--- config.mk ---
export PLATFORM = sky130hd
export DESIGN_NAME = iod_io_register_space_decoder
export DESIGN_NICKNAME = d
export VERILOG_FILES = /design/src/verilog/iod_pkg.sv /design/src/verilog/iod_io_register_space_decoder.sv
export SDC_FILE = /design/constraint.sdc
export NUM_CORES = 1
export LEC_CHECK = 0
export ABC_AREA = 1
export BUFFER_PORTS_ARGS = -buffer_cell sky130_fd_sc_hd__buf_2
export CAP_MARGIN = 15
export CORE_AREA = 10 10 621 623
export CTS_CLUSTER_SIZE = 12
export DETAILED_ROUTE_END_ITERATION = 7
export DIE_AREA = 0 0 631 633
export GPL_TIMING_DRIVEN = 0
export PLACE_DENSITY = 0.3
export SLEW_MARGIN = 10
export SYNTH_ARGS = -nofsm -noshare
export SYNTH_HDL_FRONTEND = slang
export SYNTH_SLANG_ARGS = --single-unit
--- constraint.sdc ---
create_clock -name core_clk -period 4.7 [get_ports core_clk]
set_input_delay 0.47 -clock core_clk [delete_from_list [all_inputs] [get_ports core_clk]]
set_output_delay 0.47 -clock core_clk [all_outputs]
set_load 0.02 [all_outputs]
--- src/verilog/iod_pkg.sv ---
// Shared constants, types and carriers for the low I/O register space decoder.
// Assumes one core clock domain; the core talks to the decoder through iod_req_t.
package iod_pkg;

  // Address space limits
  localparam int IOD_IO_LOCS = 64;
  localparam logic [7:0] IOD_IO_TOP = 8'h3f;
  localparam logic [7:0] IOD_BIT_TOP = 8'h1f;
  localparam logic [7:0] IOD_DATA_OFS = 8'h20;
  localparam logic [7:0] IOD_EXT_LO = 8'h60;

  // Register offsets in I/O space
  localparam logic [5:0] IOD_PORT_B_PIN_INPUT = 6'h03;
  localparam logic [5:0] IOD_PORT_B_DIRECTION = 6'h04;
  localparam logic [5:0] IOD_PORT_B_OUTPUT = 6'h05;
  localparam logic [5:0] IOD_PORT_C_PIN_INPUT = 6'h06;
  localparam logic [5:0] IOD_PORT_C_DIRECTION = 6'h07;
  localparam logic [5:0] IOD_PORT_C_OUTPUT = 6'h08;
  localparam logic [5:0] IOD_PORT_D_PIN_INPUT = 6'h09;
  localparam logic [5:0] IOD_PORT_D_DIRECTION = 6'h0a;
  localparam logic [5:0] IOD_PORT_D_OUTPUT = 6'h0b;
  localparam logic [5:0] IOD_TIMER0_FLAGS = 6'h15;
  localparam logic [5:0] IOD_TIMER1_FLAGS = 6'h16;
  localparam logic [5:0] IOD_TIMER2_FLAGS = 6'h17;
  localparam logic [5:0] IOD_PIN_CHANGE_FLAGS = 6'h1b;
  localparam logic [5:0] IOD_EXTERNAL_IRQ_FLAGS = 6'h1c;
  localparam logic [5:0] IOD_EXTERNAL_IRQ_MASK = 6'h1d;
  localparam logic [5:0] IOD_GENERAL_SCRATCH_0 = 6'h1e;
  localparam logic [5:0] IOD_NVM_CONTROL = 6'h1f;
  localparam logic [5:0] IOD_NVM_DATA = 6'h20;
  localparam logic [5:0] IOD_NVM_ADDRESS_LOW = 6'h21;
  localparam logic [5:0] IOD_NVM_ADDRESS_HIGH = 6'h22;
  localparam logic [5:0] IOD_GENERAL_TIMER_CONTROL = 6'h23;
  localparam logic [5:0] IOD_TIMER0_CONTROL_A = 6'h24;
  localparam logic [5:0] IOD_TIMER0_CONTROL_B = 6'h25;
  localparam logic [5:0] IOD_TIMER0_COUNT = 6'h26;
  localparam logic [5:0] IOD_TIMER0_COMPARE_A = 6'h27;
  localparam logic [5:0] IOD_TIMER0_COMPARE_B = 6'h28;
  localparam logic [5:0] IOD_GENERAL_SCRATCH_1 = 6'h2a;
  localparam logic [5:0] IOD_GENERAL_SCRATCH_2 = 6'h2b;
  localparam logic [5:0] IOD_SERIAL_PERIPH_CONTROL = 6'h2c;
  localparam logic [5:0] IOD_SERIAL_PERIPH_STATUS = 6'h2d;
  localparam logic [5:0] IOD_SERIAL_PERIPH_DATA = 6'h2e;
  localparam logic [5:0] IOD_COMPARATOR_CONTROL_STATUS = 6'h30;
  localparam logic [5:0] IOD_SLEEP_CONTROL = 6'h33;
  localparam logic [5:0] IOD_RESET_CAUSE_STATUS = 6'h34;
  localparam logic [5:0] IOD_CORE_CONTROL = 6'h35;

  // Field masks: implemented bits per register class
  localparam logic [7:0] IOD_MASK_NONE = 8'h00;
  localparam logic [7:0] IOD_MASK_FULL = 8'hff;
  localparam logic [7:0] IOD_MASK_PORT_C = 8'h7f;
  localparam logic [7:0] IOD_MASK_TIMER0_FLAGS = 8'h07;
  localparam logic [7:0] IOD_MASK_TIMER1_FLAGS = 8'h27;
  localparam logic [7:0] IOD_MASK_TIMER2_FLAGS = 8'h07;
  localparam logic [7:0] IOD_MASK_PIN_CHANGE = 8'h07;
  localparam logic [7:0] IOD_MASK_EXT_IRQ = 8'h03;
  localparam logic [7:0] IOD_MASK_NVM_CONTROL = 8'h3f;
  localparam logic [7:0] IOD_MASK_GEN_TIMER = 8'h83;
  localparam logic [7:0] IOD_MASK_TIMER0_CTL_A = 8'hf3;
  localparam logic [7:0] IOD_MASK_TIMER0_CTL_B = 8'hcf;
  localparam logic [7:0] IOD_MASK_SPI_STATUS_RW = 8'h01;
  localparam logic [7:0] IOD_MASK_SPI_STATUS_RO = 8'hc0;
  localparam logic [7:0] IOD_MASK_COMP_RW = 8'hcf;
  localparam logic [7:0] IOD_MASK_COMP_RO = 8'h20;
  localparam logic [7:0] IOD_MASK_COMP_W1C = 8'h10;
  localparam logic [7:0] IOD_MASK_LOW_NIBBLE = 8'h0f;
  localparam logic [7:0] IOD_MASK_CORE_CTL = 8'h73;
  localparam logic [7:0] IOD_RESET_VALUE = 8'h00;
  localparam logic [7:0] IOD_BIT_ONE = 8'h01;

  // Request kinds, one-hot
  typedef enum logic [7:0] {
    IOD_IO_READ = 8'h01,
    IOD_IO_WRITE = 8'h02,
    IOD_DATA_READ = 8'h04,
    IOD_DATA_WRITE = 8'h08,
    IOD_SET_IO_BIT = 8'h10,
    IOD_CLEAR_IO_BIT = 8'h20,
    IOD_SKIP_IF_IO_BIT_SET = 8'h40,
    IOD_SKIP_IF_IO_BIT_CLEAR = 8'h80
  } iod_kind_t;

  // Decoder states, one-hot
  typedef enum logic [1:0] {
    IOD_ST_IDLE = 2'b01,
    IOD_ST_EXT_WAIT = 2'b10
  } iod_state_t;

  // Core request
  typedef struct packed {
    logic valid;
    iod_kind_t kind;
    logic [7:0] addr;
    logic [2:0] bitSel;
    logic [7:0] wdata;
  } iod_req_t;

  // Answer to the core
  typedef struct packed {
    logic valid;
    logic [7:0] data;
    logic skip;
    logic refused;
  } iod_resp_t;

  // Extended I/O access forwarded outward
  typedef struct packed {
    logic read;
    logic write;
    logic [7:0] addr;
    logic [7:0] wdata;
  } iod_ext_t;

  // Port pin levels
  typedef struct packed {
    logic [7:0] port_b_output;
    logic [6:0] port_c_output;
    logic [7:0] port_d_output;
  } iod_pins_t;

endpackage

--- src/verilog/iod_io_register_space_decoder.sv ---
// Low I/O register space decoder: storage and decode for I/O 0x00..0x3f, bit access for 0x00..0x1f.
// Assumes the core issues one request at a time and waits for resp.valid before the next.
// Behaviour
// - Bit set and clear on low range.
// - Bit test with skip on low range.
// - Status flags clear on written one.
// - Bit operations touch only the addressed bit.
// - Bit operations limited to locations 0x00..0x1f.
// - Dedicated I/O access uses addresses 0x00..0x3f.
// - Data-space access adds offset 0x20.
// - Dedicated I/O address field spans 64 locations.
// - Extended range reachable only by data access.
`timescale 1ns/1ps

module iod_io_register_space_decoder
  import iod_pkg::*;
#(
  parameter int IO_LOCS = IOD_IO_LOCS
) (
  // Clock and reset
  input wire logic core_clk,
  input wire logic rstn,
  // Core request and answer
  input iod_req_t req,
  output iod_resp_t resp,
  // Extended I/O forwarding
  output iod_ext_t ext,
  input wire logic [7:0] extRdata,
  // Peripheral side
  input iod_pins_t pinsIn,
  input wire logic [63:0][7:0] hwSet,
  input wire logic [63:0][7:0] hwLevel,
  output logic [63:0][7:0] regImage
);

  // Elaboration check: the opcode field only serves 64 locations
  if (IO_LOCS != IOD_IO_LOCS) begin : g_bad_locs
    $error("IO_LOCS must be 64");
  end

  // Writable bits per I/O location
  function automatic logic [7:0] rwMask(input logic [5:0] idx);
    logic [7:0] m;
    m = IOD_MASK_NONE;
    case (idx)
      IOD_PORT_B_DIRECTION, IOD_PORT_B_OUTPUT: m = IOD_MASK_FULL;
      IOD_PORT_C_DIRECTION, IOD_PORT_C_OUTPUT: m = IOD_MASK_PORT_C;
      IOD_PORT_D_DIRECTION, IOD_PORT_D_OUTPUT: m = IOD_MASK_FULL;
      IOD_EXTERNAL_IRQ_MASK: m = IOD_MASK_EXT_IRQ;
      IOD_GENERAL_SCRATCH_0, IOD_GENERAL_SCRATCH_1, IOD_GENERAL_SCRATCH_2: m = IOD_MASK_FULL;
      IOD_NVM_CONTROL: m = IOD_MASK_NVM_CONTROL;
      IOD_NVM_DATA, IOD_NVM_ADDRESS_LOW, IOD_NVM_ADDRESS_HIGH: m = IOD_MASK_FULL;
      IOD_GENERAL_TIMER_CONTROL: m = IOD_MASK_GEN_TIMER;
      IOD_TIMER0_CONTROL_A: m = IOD_MASK_TIMER0_CTL_A;
      IOD_TIMER0_CONTROL_B: m = IOD_MASK_TIMER0_CTL_B;
      IOD_TIMER0_COUNT, IOD_TIMER0_COMPARE_A, IOD_TIMER0_COMPARE_B: m = IOD_MASK_FULL;
      IOD_SERIAL_PERIPH_CONTROL, IOD_SERIAL_PERIPH_DATA: m = IOD_MASK_FULL;
      IOD_SERIAL_PERIPH_STATUS: m = IOD_MASK_SPI_STATUS_RW;
      IOD_COMPARATOR_CONTROL_STATUS: m = IOD_MASK_COMP_RW;
      IOD_SLEEP_CONTROL, IOD_RESET_CAUSE_STATUS: m = IOD_MASK_LOW_NIBBLE;
      IOD_CORE_CONTROL: m = IOD_MASK_CORE_CTL;
      default: m = IOD_MASK_NONE;
    endcase
    return m;
  endfunction

  // Write-one-to-clear flag bits per I/O location
  function automatic logic [7:0] w1cMask(input logic [5:0] idx);
    logic [7:0] m;
    m = IOD_MASK_NONE;
    case (idx)
      IOD_TIMER0_FLAGS: m = IOD_MASK_TIMER0_FLAGS;
      IOD_TIMER1_FLAGS: m = IOD_MASK_TIMER1_FLAGS;
      IOD_TIMER2_FLAGS: m = IOD_MASK_TIMER2_FLAGS;
      IOD_PIN_CHANGE_FLAGS: m = IOD_MASK_PIN_CHANGE;
      IOD_EXTERNAL_IRQ_FLAGS: m = IOD_MASK_EXT_IRQ;
      IOD_COMPARATOR_CONTROL_STATUS: m = IOD_MASK_COMP_W1C;
      default: m = IOD_MASK_NONE;
    endcase
    return m;
  endfunction

  // Read-only status bits mirrored from peripheral levels
  function automatic logic [7:0] roMask(input logic [5:0] idx);
    logic [7:0] m;
    m = IOD_MASK_NONE;
    case (idx)
      IOD_SERIAL_PERIPH_STATUS: m = IOD_MASK_SPI_STATUS_RO;
      IOD_COMPARATOR_CONTROL_STATUS: m = IOD_MASK_COMP_RO;
      default: m = IOD_MASK_NONE;
    endcase
    return m;
  endfunction

  // Pin input registers, read-only and fed from synchronised pins
  function automatic logic [7:0] pinMask(input logic [5:0] idx);
    logic [7:0] m;
    m = IOD_MASK_NONE;
    case (idx)
      IOD_PORT_B_PIN_INPUT, IOD_PORT_D_PIN_INPUT: m = IOD_MASK_FULL;
      IOD_PORT_C_PIN_INPUT: m = IOD_MASK_PORT_C;
      default: m = IOD_MASK_NONE;
    endcase
    return m;
  endfunction

  // Every bit that reads back; all else reads zero
  function automatic logic [7:0] implMask(input logic [5:0] idx);
    return rwMask(idx) | w1cMask(idx) | roMask(idx) | pinMask(idx);
  endfunction

  // Registers
  logic [63:0][7:0] ioReg_q;
  logic [63:0][7:0] ioReg_d;
  iod_pins_t pinS1_q;
  iod_pins_t pinS2_q;
  iod_pins_t pinS3_q;
  iod_pins_t pinStable_q;
  iod_pins_t pinStable_d;
  iod_resp_t resp_q;
  iod_resp_t resp_d;
  iod_ext_t ext_q;
  iod_ext_t ext_d;
  iod_state_t state_q;
  iod_state_t state_d;

  // Request classification
  wire isIoOp = (req.kind == IOD_IO_READ) || (req.kind == IOD_IO_WRITE);
  wire isDataOp = (req.kind == IOD_DATA_READ) || (req.kind == IOD_DATA_WRITE);
  wire isSetClr = (req.kind == IOD_SET_IO_BIT) || (req.kind == IOD_CLEAR_IO_BIT);
  wire isSkip = (req.kind == IOD_SKIP_IF_IO_BIT_SET) || (req.kind == IOD_SKIP_IF_IO_BIT_CLEAR);
  wire isBitOp = isSetClr || isSkip;
  wire isRead = (req.kind == IOD_IO_READ) || (req.kind == IOD_DATA_READ);
  wire isWrite = (req.kind == IOD_IO_WRITE) || (req.kind == IOD_DATA_WRITE);
  wire idle = (state_q == IOD_ST_IDLE);
  wire take = req.valid && idle;

  // Address range decode
  wire ioRange = (req.addr <= IOD_IO_TOP);
  wire bitRange = (req.addr <= IOD_BIT_TOP);
  wire dataIoRange = (req.addr >= IOD_DATA_OFS) && (req.addr < IOD_EXT_LO);
  wire dataExtRange = (req.addr >= IOD_EXT_LO);
  wire [7:0] dataIdxFull = req.addr - IOD_DATA_OFS;
  wire [5:0] localIdx = isDataOp ? dataIdxFull[5:0] : req.addr[5:0];

  // Which path serves the request
  wire ioHit = (isIoOp && ioRange) || (isBitOp && bitRange) || (isDataOp && dataIoRange);
  wire extHit = isDataOp && dataExtRange;
  wire localHit = take && ioHit;
  wire refuse = req.valid && (!idle || (!ioHit && !extHit));

  // Operation strobes on the selected location
  wire doWrite = localHit && isWrite;
  wire doSet = localHit && (req.kind == IOD_SET_IO_BIT);
  wire doClr = localHit && (req.kind == IOD_CLEAR_IO_BIT);
  wire [7:0] bitOne = IOD_BIT_ONE << req.bitSel;

  // Value seen by reads and bit tests
  wire [7:0] curVal = ioReg_q[localIdx] & implMask(localIdx);
  wire bitVal = |(curVal & bitOne);
  wire skipHit = (req.kind == IOD_SKIP_IF_IO_BIT_SET) ? bitVal : !bitVal;

  // Pin synchroniser: a change counts once stages two and three agree
  always_comb begin
    pinStable_d = pinStable_q;
    if (pinS2_q == pinS3_q) begin
      pinStable_d = pinS3_q;
    end
  end

  always_ff @(posedge core_clk or negedge rstn) begin
    if (!rstn) begin
      pinS1_q <= '0;
      pinS2_q <= '0;
      pinS3_q <= '0;
      pinStable_q <= '0;
    end else begin
      pinS1_q <= pinsIn;
      pinS2_q <= pinS1_q;
      pinS3_q <= pinS2_q;
      pinStable_q <= pinStable_d;
    end
  end

  // Next value of every I/O location
  always_comb begin
    logic [7:0] val;
    logic [7:0] clr;
    logic [7:0] rw;
    logic [7:0] w1c;
    logic [7:0] ro;
    val = IOD_RESET_VALUE;
    clr = IOD_MASK_NONE;
    rw = IOD_MASK_NONE;
    w1c = IOD_MASK_NONE;
    ro = IOD_MASK_NONE;
    for (int i = 0; i < IO_LOCS; i++) begin
      rw = rwMask(i[5:0]);
      w1c = w1cMask(i[5:0]);
      ro = roMask(i[5:0]);
      clr = IOD_MASK_NONE;
      val = (ioReg_q[i] & ~ro) | (hwLevel[i] & ro);
      if (localIdx == i[5:0]) begin
        if (doWrite) begin
          val = (val & ~rw) | (req.wdata & rw);
          clr = req.wdata & w1c;
        end
        if (doSet) begin
          val = val | (bitOne & rw);
          clr = bitOne & w1c;
        end
        if (doClr) begin
          val = val & ~(bitOne & rw);
        end
      end
      // Hardware set wins over a same-cycle clear
      val = (val & ~clr) | (hwSet[i] & w1c);
      ioReg_d[i] = val & implMask(i[5:0]);
    end
    ioReg_d[IOD_PORT_B_PIN_INPUT] = pinStable_q.port_b_output;
    ioReg_d[IOD_PORT_C_PIN_INPUT] = {1'b0, pinStable_q.port_c_output};
    ioReg_d[IOD_PORT_D_PIN_INPUT] = pinStable_q.port_d_output;
  end

  // Answer and extended forwarding
  always_comb begin
    resp_d = '0;
    ext_d = '0;
    state_d = state_q;
    if (state_q == IOD_ST_EXT_WAIT) begin
      resp_d.valid = 1'b1;
      resp_d.data = extRdata;
      state_d = IOD_ST_IDLE;
    end
    if (refuse) begin
      resp_d.valid = 1'b1;
      resp_d.refused = 1'b1;
    end else if (take && extHit) begin
      ext_d.read = isRead;
      ext_d.write = isWrite;
      ext_d.addr = req.addr;
      ext_d.wdata = req.wdata;
      resp_d.valid = isWrite;
      state_d = isRead ? IOD_ST_EXT_WAIT : IOD_ST_IDLE;
    end else if (localHit) begin
      resp_d.valid = 1'b1;
      resp_d.data = (isRead || isSkip) ? curVal : IOD_RESET_VALUE;
      resp_d.skip = isSkip && skipHit;
    end
  end

  // State flops
  always_ff @(posedge core_clk or negedge rstn) begin
    if (!rstn) begin
      ioReg_q <= '0;
      resp_q <= '0;
      ext_q <= '0;
      state_q <= IOD_ST_IDLE;
    end else begin
      ioReg_q <= ioReg_d;
      resp_q <= resp_d;
      ext_q <= ext_d;
      state_q <= state_d;
    end
  end

  // Outputs straight from flops
  assign resp = resp_q;
  assign ext = ext_q;
  assign regImage = ioReg_q;

endmodule

==> results_dict.tcl, run 1 <==
set metrics [dict create \
    grt_pass1_wl_mm 188.5 \
    power_mw 7.836 \
    nFillCells 44213 \
    grt_pass1_vias 17572 \
    layout.nets 4085 \
    grt.met3_usage_pct 2.632 \
    p_sw_mw 2.304 \
    dr.pass1.iters 5 \
    hold_class "primary input to flop" \
    status "finished clean" \
    timing.final.hold_violations 0 \
    dpl_cell_area_mm2 0.02727 \
    clock_latency_ns 0.65 \
    cts_tree "done" \
    setup_viol 0 \
    numCtsBuffers 48 \
    yosysSeqAreaShare_pct 47.28 \
    vdd_ir_drop_max_mv 0.2167 \
    seq_area_mm2 0.008559 \
    drt-initial-drc-count 1443 \
    synth_top_area_share_pct 47.14 \
    wire_per_inst_um 18.50 \
    rsz0062_at_grt "no" \
    grt_use_total_pct 7.045 \
    maxCapViolations 0 \
    yosysTopAreaCell "dfrtp_1" \
    chipHeight_um 633 \
    post-route-min-period_ns 3.958 \
    ys_top_cells_by_count "nand2_1 (848), dfrtp_1 (341), buf_4 (298)" \
    critPathKind "primary input to flop" \
    synth_edf_count 0 \
    ant_nets 0 \
    row_count 225 \
    synthArstFlopShare_pct 100.0 \
    routabilityCongestion 0.8703 \
    clkPwrFrac_pct 49.1 \
    swShare_pct 29.40 \
    slew_viol_final 0 \
    postLayoutCoreUtil_pct 7.814 \
    multi_input_area_mm2 0.007481 \
    start_util_pct 4.842 \
    die_area_mm2 0.3994 \
    grtUsageMet2_pct 12.54 \
    cts.sinks 342 \
    met1_usage_pct 8.083 \
    synth.distinct_cells 49 \
    num_io_pins 1626 \
    tightestPinTransition_ns 1.232 \
    grt_max_degree 95 \
    critPathCaptureType "flop" \
    h-tree-depth 2 \
    drt-vias-per-instance 2.223 \
    area_growth_syn_to_layout_pct 61.37 \
    fmax_mhz 252.6 \
    drive_gt1_share_pct 27.32 \
    worst_clock_skew_ns 0.02812 \
    gr-total-overflow 0 \
    combinationalPowerShare_pct 12.6 \
    yosys_warnings 0 \
    synth-seq-cells 342 \
    synth_area_leaders "dfrtp_1 (47%), nand2_1 (18%), buf_4 (12%)" \
    cp_max_fo 10 \
    antenna_found_initial 14 \
    clockRootBuffer "clkbuf_16" \
    clkTransAtPathRegs_ns 0.06 \
    seqPwrFrac_pct 38.3 \
    die_w_um 631 \
    power_leakage_nw 12.94 \
    synthMostInstantiatedCell "nand2_1" \
    core-area_mm2 0.3739 \
    internal-power_mw 5.533 \
    vias 17852 \
    netlist_instances 2287 \
    powerDensity_mw_per_mm2 268.2 \
    io_buffers 326 \
    relSlewSlack_pct 17.87 \
    fin_area_mm2 0.02921 \
    wirelength_mm 148.6 \
    hpwlAfterDp_mm 128.3 \
    drc 0 \
    synthesis.area_mm2 0.01810 \
    cp.required_ns 5.21 \
    finalNonFillerCells 8029 \
    fin_ws_ns 0.7417 \
    startpoint_type "primary input" \
    dp_cells 7908 \
    pre_cts_slack_ns 0.1312 \
    synth_ff_type "dfrtp_1" \
    cts_buffer_depth 3 \
    arrival_ns 4.46 \
    final.period_utilization_pct 84.22 \
    grt_busiest_layer "met2" \
    postSynthAreaPerCell_um2 7.916 \
]
## cell type report
type | count | area share (%)
clock buffers | 71 | 4.955
clock inverters | 17 | 0.6810
multi-input cells | 1720 | 25.61
repair buffers | 364 | 7.195
diodes | 4 | 0.03426
inverters | 137 | 1.760
flip-flops and latches | 342 | 29.30
well taps | 4994 | 21.39
plain buffers | 380 | 9.080
## stage by stage
stage          setup TNS, ns  hold WS [ns]
6_report                   0       0.03242
3_3_place_gp        -1547.66        0.3361
5_1_grt                    0       0.01316
2_1_floorplan              0        0.1744
3_5_place_dp               0        0.3347
4_1_cts                    0     0.0005277
## layout by cell type, fill, tap and decap left out, types with 8 or more instances in the layout
cell type / synthesis / final
clkinv_2: 0 / 8
nand2_2: 15 / 15
inv_1: 126 / 126
nand2_1: 848 / 848
o21ai_1: 63 / 63
nor3_1: 17 / 16
buf_2: 34 / 359
nand4_1: 13 / 13
clkbuf_8: 0 / 16
buf_6: 8 / 11
dlygate4sd3_1: 0 / 29
buf_1: 8 / 8
dfrtp_1: 341 / 341
mux2_2: 18 / 18
buf_4: 298 / 298
xor2_1: 10 / 10
o21ai_0: 112 / 112
nand3_1: 125 / 125
a21oi_1: 20 / 20
clkbuf_1: 30 / 35
conb_1: 1 / 293
clkbuf_16: 0 / 48
nor2_1: 116 / 116
## kinds of logic (layout without fill, tap and decap cells)
group	count (synthesis)	count (layout)	synth area share [%]
simple gates	1165	1165	26.34
mux	19	19	1.175
compound gates	219	219	6.400
buf+inv	517	969	17.48
fa+ha+maj	7	7	0.4838
other cells	1	297	0.02071
flops	342	342	47.28
xor+xnor	17	17	0.8224
## worst paths after layout
path,startpoint,endpoint,slack (ns),cells after the start
min,hwSet[169],regImage[169]$_DFF_PN0_,0.03,3
max,req[12],resp[1]$_DFF_PN0_,0.74,16
min in group asynchronous,rstn,ioReg_d[49]$_DFFE_PN0N_,0.33,2
max in group asynchronous,rstn,ext[14]$_DFF_PN0_,2.76,5
min reg2reg,pinS1_q[20]$_DFF_PN0_,pinS2_q[20]$_DFF_PN0_,0.35,0
max reg2reg,pinS3_q[18]$_DFF_PN0_,ioReg_d[25]$_DFFE_PN0N_,1.91,6
## critical path, stage by stage
cell	delay, ns
buf_2	0.18
buf_2	0.31
inv_1	0.20
nor2_1	0.82
buf_2	0.52
nand3_1	0.15
nand4_1	0.11
nand2_1	0.07
a31oi_1	0.50
nor2_1	0.19
nand2_1	0.33
nor2_1	0.07
nor2_1	0.26
nand3_1	0.13
nand2_1	0.09
nor2_1	0.04
## sequential cells by signal (all words and copies together) (netlist names)
name      cells
state_q       2
regImage    219
ioReg_d      23
pinS2_q      23
resp         11
pinS1_q      23
ext          18
pinS3_q      23
## power groups by stage
stage | Combinational (mW) | Sequential [mW] | Clock, mW
floorplan | 0.598 | 3.05 | 0
global placement | 0.927 | 3.06 | 0
global route | 1.06 | 3.00 | 4.10
CTS | 0.964 | 3.00 | 4.00
finish | 0.988 | 3.00 | 3.85
detailed placement | 0.943 | 3.05 | 0
## routing by layer
metal  wire length (um)  up-vias
met3              13560      122
met1              57580     8943
li1                   -     8055
met2              74490      732
met4               2939        0
met5                  0        -
## timing repair
action,4_1_cts,5_1_grt
hold buffers,29,0
buffers inserted,0,0
endpoints found under the hold margin,78,0
gates resized for setup,0,0
Note: power is estimated with default switching activity, not from simulation.
==> inputs of run 2 (changes only) <==
--- a/config.mk
+++ b/config.mk
@@ -8,10 +8,10 @@
 export ABC_AREA = 1
 export BUFFER_PORTS_ARGS = -buffer_cell sky130_fd_sc_hd__buf_2
 export CAP_MARGIN = 15
-export CORE_AREA = 10 10 621 623
+export CORE_AREA = 10 10 626 628
 export CTS_CLUSTER_SIZE = 12
 export DETAILED_ROUTE_END_ITERATION = 7
-export DIE_AREA = 0 0 631 633
+export DIE_AREA = 0 0 636 638
 export GPL_TIMING_DRIVEN = 0
 export PLACE_DENSITY = 0.3
 export SLEW_MARGIN = 10
==> constraint.sdc (replaced) <==
create_clock -name core_clk -period 3.8 [get_ports core_clk]
set_input_delay 0.38 -clock core_clk [delete_from_list [all_inputs] [get_ports core_clk]]
set_output_delay 0.38 -clock core_clk [all_outputs]
set_load 0.02 [all_outputs]
==> run 2 against run 1 <==
  * Clock skew increased by 0.037 ns
  * Cell area is 1.2% higher
  * Register-to-register slack got worse by 0.99 ns
  * Sequential power is 24% higher
  * Setup slack got worse by 0.65 ns
==> results_dict.tcl, run 2 (synthesized netlist as in run 1, its figures left out) <==
set metrics [dict create \
    cts.sinks 342 \
    die_w_um 636 \
    critPathKind "primary input to flop" \
    vdd_ir_drop_max_mv 0.3591 \
    post-cts-setup-buffers 0 \
    numCtsBuffers 49 \
    vias 18036 \
    clock_latency_ns 0.67 \
    wirelength_mm 149.0 \
    cp_max_fo 10 \
    final_common_cell "nand2_1" \
    start_util_pct 4.785 \
    grt_pass1_vias 17736 \
    drt-vias-per-instance 2.232 \
    final_cell_mix "nand2_1 (848), buf_2 (359), dfrtp_1 (341)" \
    grt_pass1_wl_mm 191.0 \
    cts_tree "done" \
    grt_use_total_pct 6.975 \
    startpoint_type "primary input" \
    wire_per_inst_um 18.44 \
    cts_buffer_depth 3 \
    setup_tns_ns 0 \
    clockRootBuffer "clkbuf_16" \
    arrival_ns 4.26 \
    slew_viol_final 0 \
    nFillCells 44538 \
    ant_nets 0 \
    fin_area_mm2 0.02958 \
    critPathCaptureType "flop" \
    pre_cts_slack_ns -0.6001 \
    h-tree-depth 2 \
    cp.required_ns 4.35 \
    post-route-min-period_ns 3.705 \
    hold_class "primary input to flop" \
    multi_input_area_mm2 0.007502 \
    area_growth_syn_to_layout_pct 63.38 \
    dpl_cell_area_mm2 0.02728 \
    maxCapViolations 0 \
    hpwlAfterDp_mm 127.9 \
    drt-initial-drc-count 1558 \
    worst_clock_skew_ns 0.06470 \
    dr.pass1.iters 6 \
    gr-total-overflow 0 \
    power_mw 9.857 \
    fmax_mhz 269.9 \
    num_io_pins 1626 \
    routabilityCongestion 0.8609 \
    largest_reg_flops 219 \
    drive_gt1_share_pct 27.08 \
    antenna_found_initial 16 \
    seq_area_mm2 0.008559 \
    die_area_mm2 0.4058 \
    final.period_utilization_pct 97.49 \
    timing.final.hold_violations 0 \
    status "finished clean" \
    relSlewSlack_pct 23.05 \
    power_leakage_nw 13.07 \
    setup_viol 0 \
    layout.nets 4115 \
    chipHeight_um 638 \
    tightestPinTransition_ns 1.154 \
    rsz0062_at_grt "no" \
    clkTransAtPathRegs_ns 0.06 \
    powerDensity_mw_per_mm2 333.3 \
    core-area_mm2 0.3783 \
    fin_ws_ns 0.09524 \
    drc 0 \
    grt_max_degree 89 \
    row_count 226 \
    io_buffers 326 \
]
run 2: cell type report:
cell class                 instances  area share [%]
tap                             5016           21.22
multi-input combinational       1720           25.36
inverter                         137           1.739
antenna                            5         0.04230
buffer                           380           8.972
sequential                       342           28.94
clock inverter                    21          0.9180
timing repair buffer             393           8.084
clock buffer                      65           4.721
run 2: power by group:
part           switching, mW  total, mW  internal (mW)
registers             0.0272       3.71           3.68
clock network           2.08       4.89           2.81
logic                  0.865       1.26          0.393
total                   2.97       9.86           6.88
run 2: worst max-delay path: stages:
cell and delay [ns]:
buf_2 0.18, buf_2 0.32, inv_1 0.19, nor2_1 0.70, buf_2 0.49, nand3_1 0.15, nand4_1 0.14, nand2_1 0.07
a31oi_1 0.44, nor2_1 0.15, nand2_1 0.35, nor2_1 0.07, nor2_1 0.35, nand3_1 0.12, nand2_1 0.08, nor2_1 0.04
run 2: repair_timing:
| action | CTS | global route |
|---|---|---|
| setup endpoints to repair | 0 | 1 |
| hold buffers | 59 | 0 |
| endpoints found under the hold margin | 107 | 0 |
| gates resized for setup | 0 | 3 |
run 2: final timing paths:
check                                startpoint                        to  slack, ns  cells after the start
setup / recovery                        req[12]         resp[1]$_DFF_PN0_        0.1                     16
hold / removal                          req[27]         resp[0]$_DFF_PN0_       0.06                      3
setup reg to reg           state_q[0]$_DFF_PN1_  regImage[44]$_DFFE_PN0N_       0.92                     12
hold reg to reg            pinS1_q[5]$_DFF_PN0_      pinS2_q[5]$_DFF_PN0_       0.35                      0
max in group asynchronous                  rstn      state_q[0]$_DFF_PN1_       1.97                      5
min in group asynchronous                  rstn      pinS2_q[8]$_DFF_PN0_       0.21                      2
run 2: stage by stage:
step | cells | utilization [%] | hold WS (ns)
after detailed placement | 7928 | 7.211 | 0.3347
final | 8079 | 7.817 | 0.05502
after global routing | 8074 | 7.814 | 0.08365
after floorplan | 2579 | - | 0.08441
after global placement | 7921 | 7.165 | 0.3361
after CTS | 8073 | 7.808 | 0.02940
run 2: routing by layer:
metal,part of all wire (%),vias up,global-route usage [%]
met4,1.9,0,1.185
met1,37,9020,7.724
met2,51,767,12.61
met3,10,125,2.884
met5,0,-,0
li1,-,8124,-
==> inputs of run 3 (changes only) <==
--- a/config.mk
+++ b/config.mk
@@ -8,10 +8,10 @@
 export ABC_AREA = 1
 export BUFFER_PORTS_ARGS = -buffer_cell sky130_fd_sc_hd__buf_2
 export CAP_MARGIN = 15
-export CORE_AREA = 10 10 626 628
+export CORE_AREA = 2 2 638 640
 export CTS_CLUSTER_SIZE = 12
 export DETAILED_ROUTE_END_ITERATION = 7
-export DIE_AREA = 0 0 636 638
+export DIE_AREA = 0 0 640 642
 export GPL_TIMING_DRIVEN = 0
 export PLACE_DENSITY = 0.3
 export SLEW_MARGIN = 10
==> run 3 against run 2 <==
  * Maximum frequency down 1.2%
  * Critical path type unchanged
  * Count of clock-buffer cells in the layout grew 2
  * Critical path depth fell by 2
  * Sequential cell count unchanged
  * Setup slack worse by 0.045 ns
  * Combinational power about the same
  * Cell count rose by 5.0%
  * Worst hold slack got worse by 0.013 ns
  * Sequential share of layout area is 0.36 points lower
  * Non-clock buffer count is 3 lower
  * Wire length decreased by 2.0%
==> results_dict.tcl, run 3 (synthesized netlist as in run 1, its figures left out) <==
set metrics [dict create \
    core-area_mm2 0.4043 \
    chipHeight_um 642 \
    drc 0 \
    status "finished clean" \
    power_mw 9.702 \
    die_w_um 640 \
    gr-total-overflow 0 \
    clock_latency_ns 0.67 \
    largest_reg_flops 219 \
    critPathKind "primary input to flop" \
    wl_met2_mm 73.78 \
    critPathCaptureType "flop" \
    wl_met3_mm 14.28 \
    grt_use_total_pct 6.890 \
    antenna_found_initial 16 \
    slew_viol_final 0 \
    startpoint_type "primary input" \
    powerDensity_mw_per_mm2 323.9 \
    final_common_cell "nand2_1" \
    worstPathCellList "buf_2 > inv_1 > clkbuf_1 > clkbuf_2 > nor2_1 > o21ai_0 > a31oi_1 > nor2_1 > nand2_1 > nor2_1 > nor2_1 > nand3_1 > nand2_1 > nor2_1" \
    hold_class "primary input to flop" \
    drt-initial-drc-count 1619 \
    maxCapViolations 0 \
    pre_cts_slack_ns -0.6761 \
    arrival_ns 4.28 \
    cts.sinks 342 \
    worst_path_max_delay_cell "nor2_1" \
    start_util_pct 4.477 \
    row_count 234 \
    relSlewSlack_pct 14.38 \
    tightestPinTransition_ns 1.284 \
    timing.final.hold_violations 0 \
    routabilityCongestion 0.8554 \
    grt_pass1_vias 17244 \
    grt_pass1_wl_mm 187.3 \
    rsz0062_at_grt "no" \
    cp_max_fo 13 \
    cts_tree "done" \
    met1_length_mm 55.71 \
    dpl_cell_area_mm2 0.02777 \
    cts_buffer_depth 3 \
    final_cell_mix "nand2_1 (848), buf_2 (359), dfrtp_1 (341)" \
    worst_clock_skew_ns 0.07386 \
    top_layer "met4" \
    io_buffers 326 \
    wire_per_inst_um 17.21 \
    fmax_mhz 266.7 \
    wirelength_mm 146.0 \
    post-route-min-period_ns 3.750 \
    fin_area_mm2 0.02995 \
    cp_common_cell "nor2_1" \
    grt_max_degree 91 \
    drive_gt1_share_pct 26.93 \
    power_leakage_nw 13.02 \
    h-tree-depth 2 \
    dp_cells 8339 \
    cp.required_ns 4.33 \
    clkTransAtPathRegs_ns 0.05 \
    cp_top_family "simple AND/OR/NAND/NOR gates" \
    layout.nets 4111 \
    cp_num_buf_inv 4 \
    drt-vias-per-instance 2.124 \
    numCtsBuffers 48 \
    num_io_pins 1626 \
    fin_ws_ns 0.05023 \
    clockRootBuffer "clkbuf_16" \
    area_growth_syn_to_layout_pct 65.46 \
    dr.pass1.iters 6 \
    ant_nets 0 \
    hpwlAfterDp_mm 124.5 \
    setup_viol 0 \
    vdd_ir_drop_max_mv 0.3295 \
    crit_path_max_incr_delay_ns 0.68 \
    final.period_utilization_pct 98.68 \
    die_area_mm2 0.4109 \
    finalNonFillerCells 8486 \
    vias 18026 \
]
## run 3: cell count changes in the layout (fill, tap and decap cells not counted), sizes merged
cell / before / now
clkinvlp: 3 / 0
clkinv: 16 / 18
diode: 5 / 2
dlygate4sd3: 59 / 56
clkbuf: 97 / 99
## run 3: timing repair
item / in CTS / in global routing
hold buffers: 56 / 0
setup buffers: 0 / 2
gates resized for setup: 0 / 1
endpoints found under the hold margin: 134 / 0
setup endpoints to repair: 0 / 1
## run 3: worst reg2reg max path: cells and delay by family (launching register included)
kind	cells	cell delay [ns]
xor gates and xnor gates	1	0.61
buffers and inverters	1	0.56
muxes	1	0.46
DFF	1	0.39
and+or+nand+nor	3	0.91
## run 3: worst paths after layout
check | startpoint | end | slack [ns] | cells past startpoint
setup / recovery | req[11] | resp[1]$_DFF_PN0_ | 0.05 | 14
hold / removal | req[27] | resp[0]$_DFF_PN0_ | 0.04 | 3
setup reg to reg | pinS3_q[18]$_DFF_PN0_ | ioReg_d[26]$_DFFE_PN0N_ | 0.75 | 6
hold reg to reg | ioReg_d[29]$_DFFE_PN0N_ | regImage[29]$_DFF_PN0_ | 0.31 | 0
max in group asynchronous | rstn | regImage[86]$_DFFE_PN0N_ | 2.43 | 3
min in group asynchronous | rstn | pinS1_q[22]$_DFF_PN0_ | 0.33 | 2
## run 3: stage by stage
stage               util [%]  hold WS [ns]   TNS, ns
floorplan                  -       0.08441         0
global placement       6.832        0.3337  -1891.57
detailed placement     6.869        0.3347    -3.310
CTS                    7.403       0.01771         0
global route           7.408       0.08181         0
finish                 7.408       0.04232         0
## run 3: area by class of cell
type	count	area, um2
antenna	2	5.005
buffer	380	2651
clock buffer	67	1343
clock inverter	20	255.2
fill	47586	374400
inverter	137	514.2
multi-input combinational	1720	7493
sequential	342	8559
tap	5428	6792
timing repair buffer	390	2341
## run 3: power by group
group / internal, mW / switching, mW
Clock: 2.70 / 2.05
Combinational: 0.391 / 0.852
Sequential: 3.68 / 0.0286
## run 3: metal layers
metal	vias to the layer above	global-route usage, %
met4	0	0.9785
met3	108	2.699
li1	8107	-
met1	9043	7.713
met5	-	0
met2	768	12.44
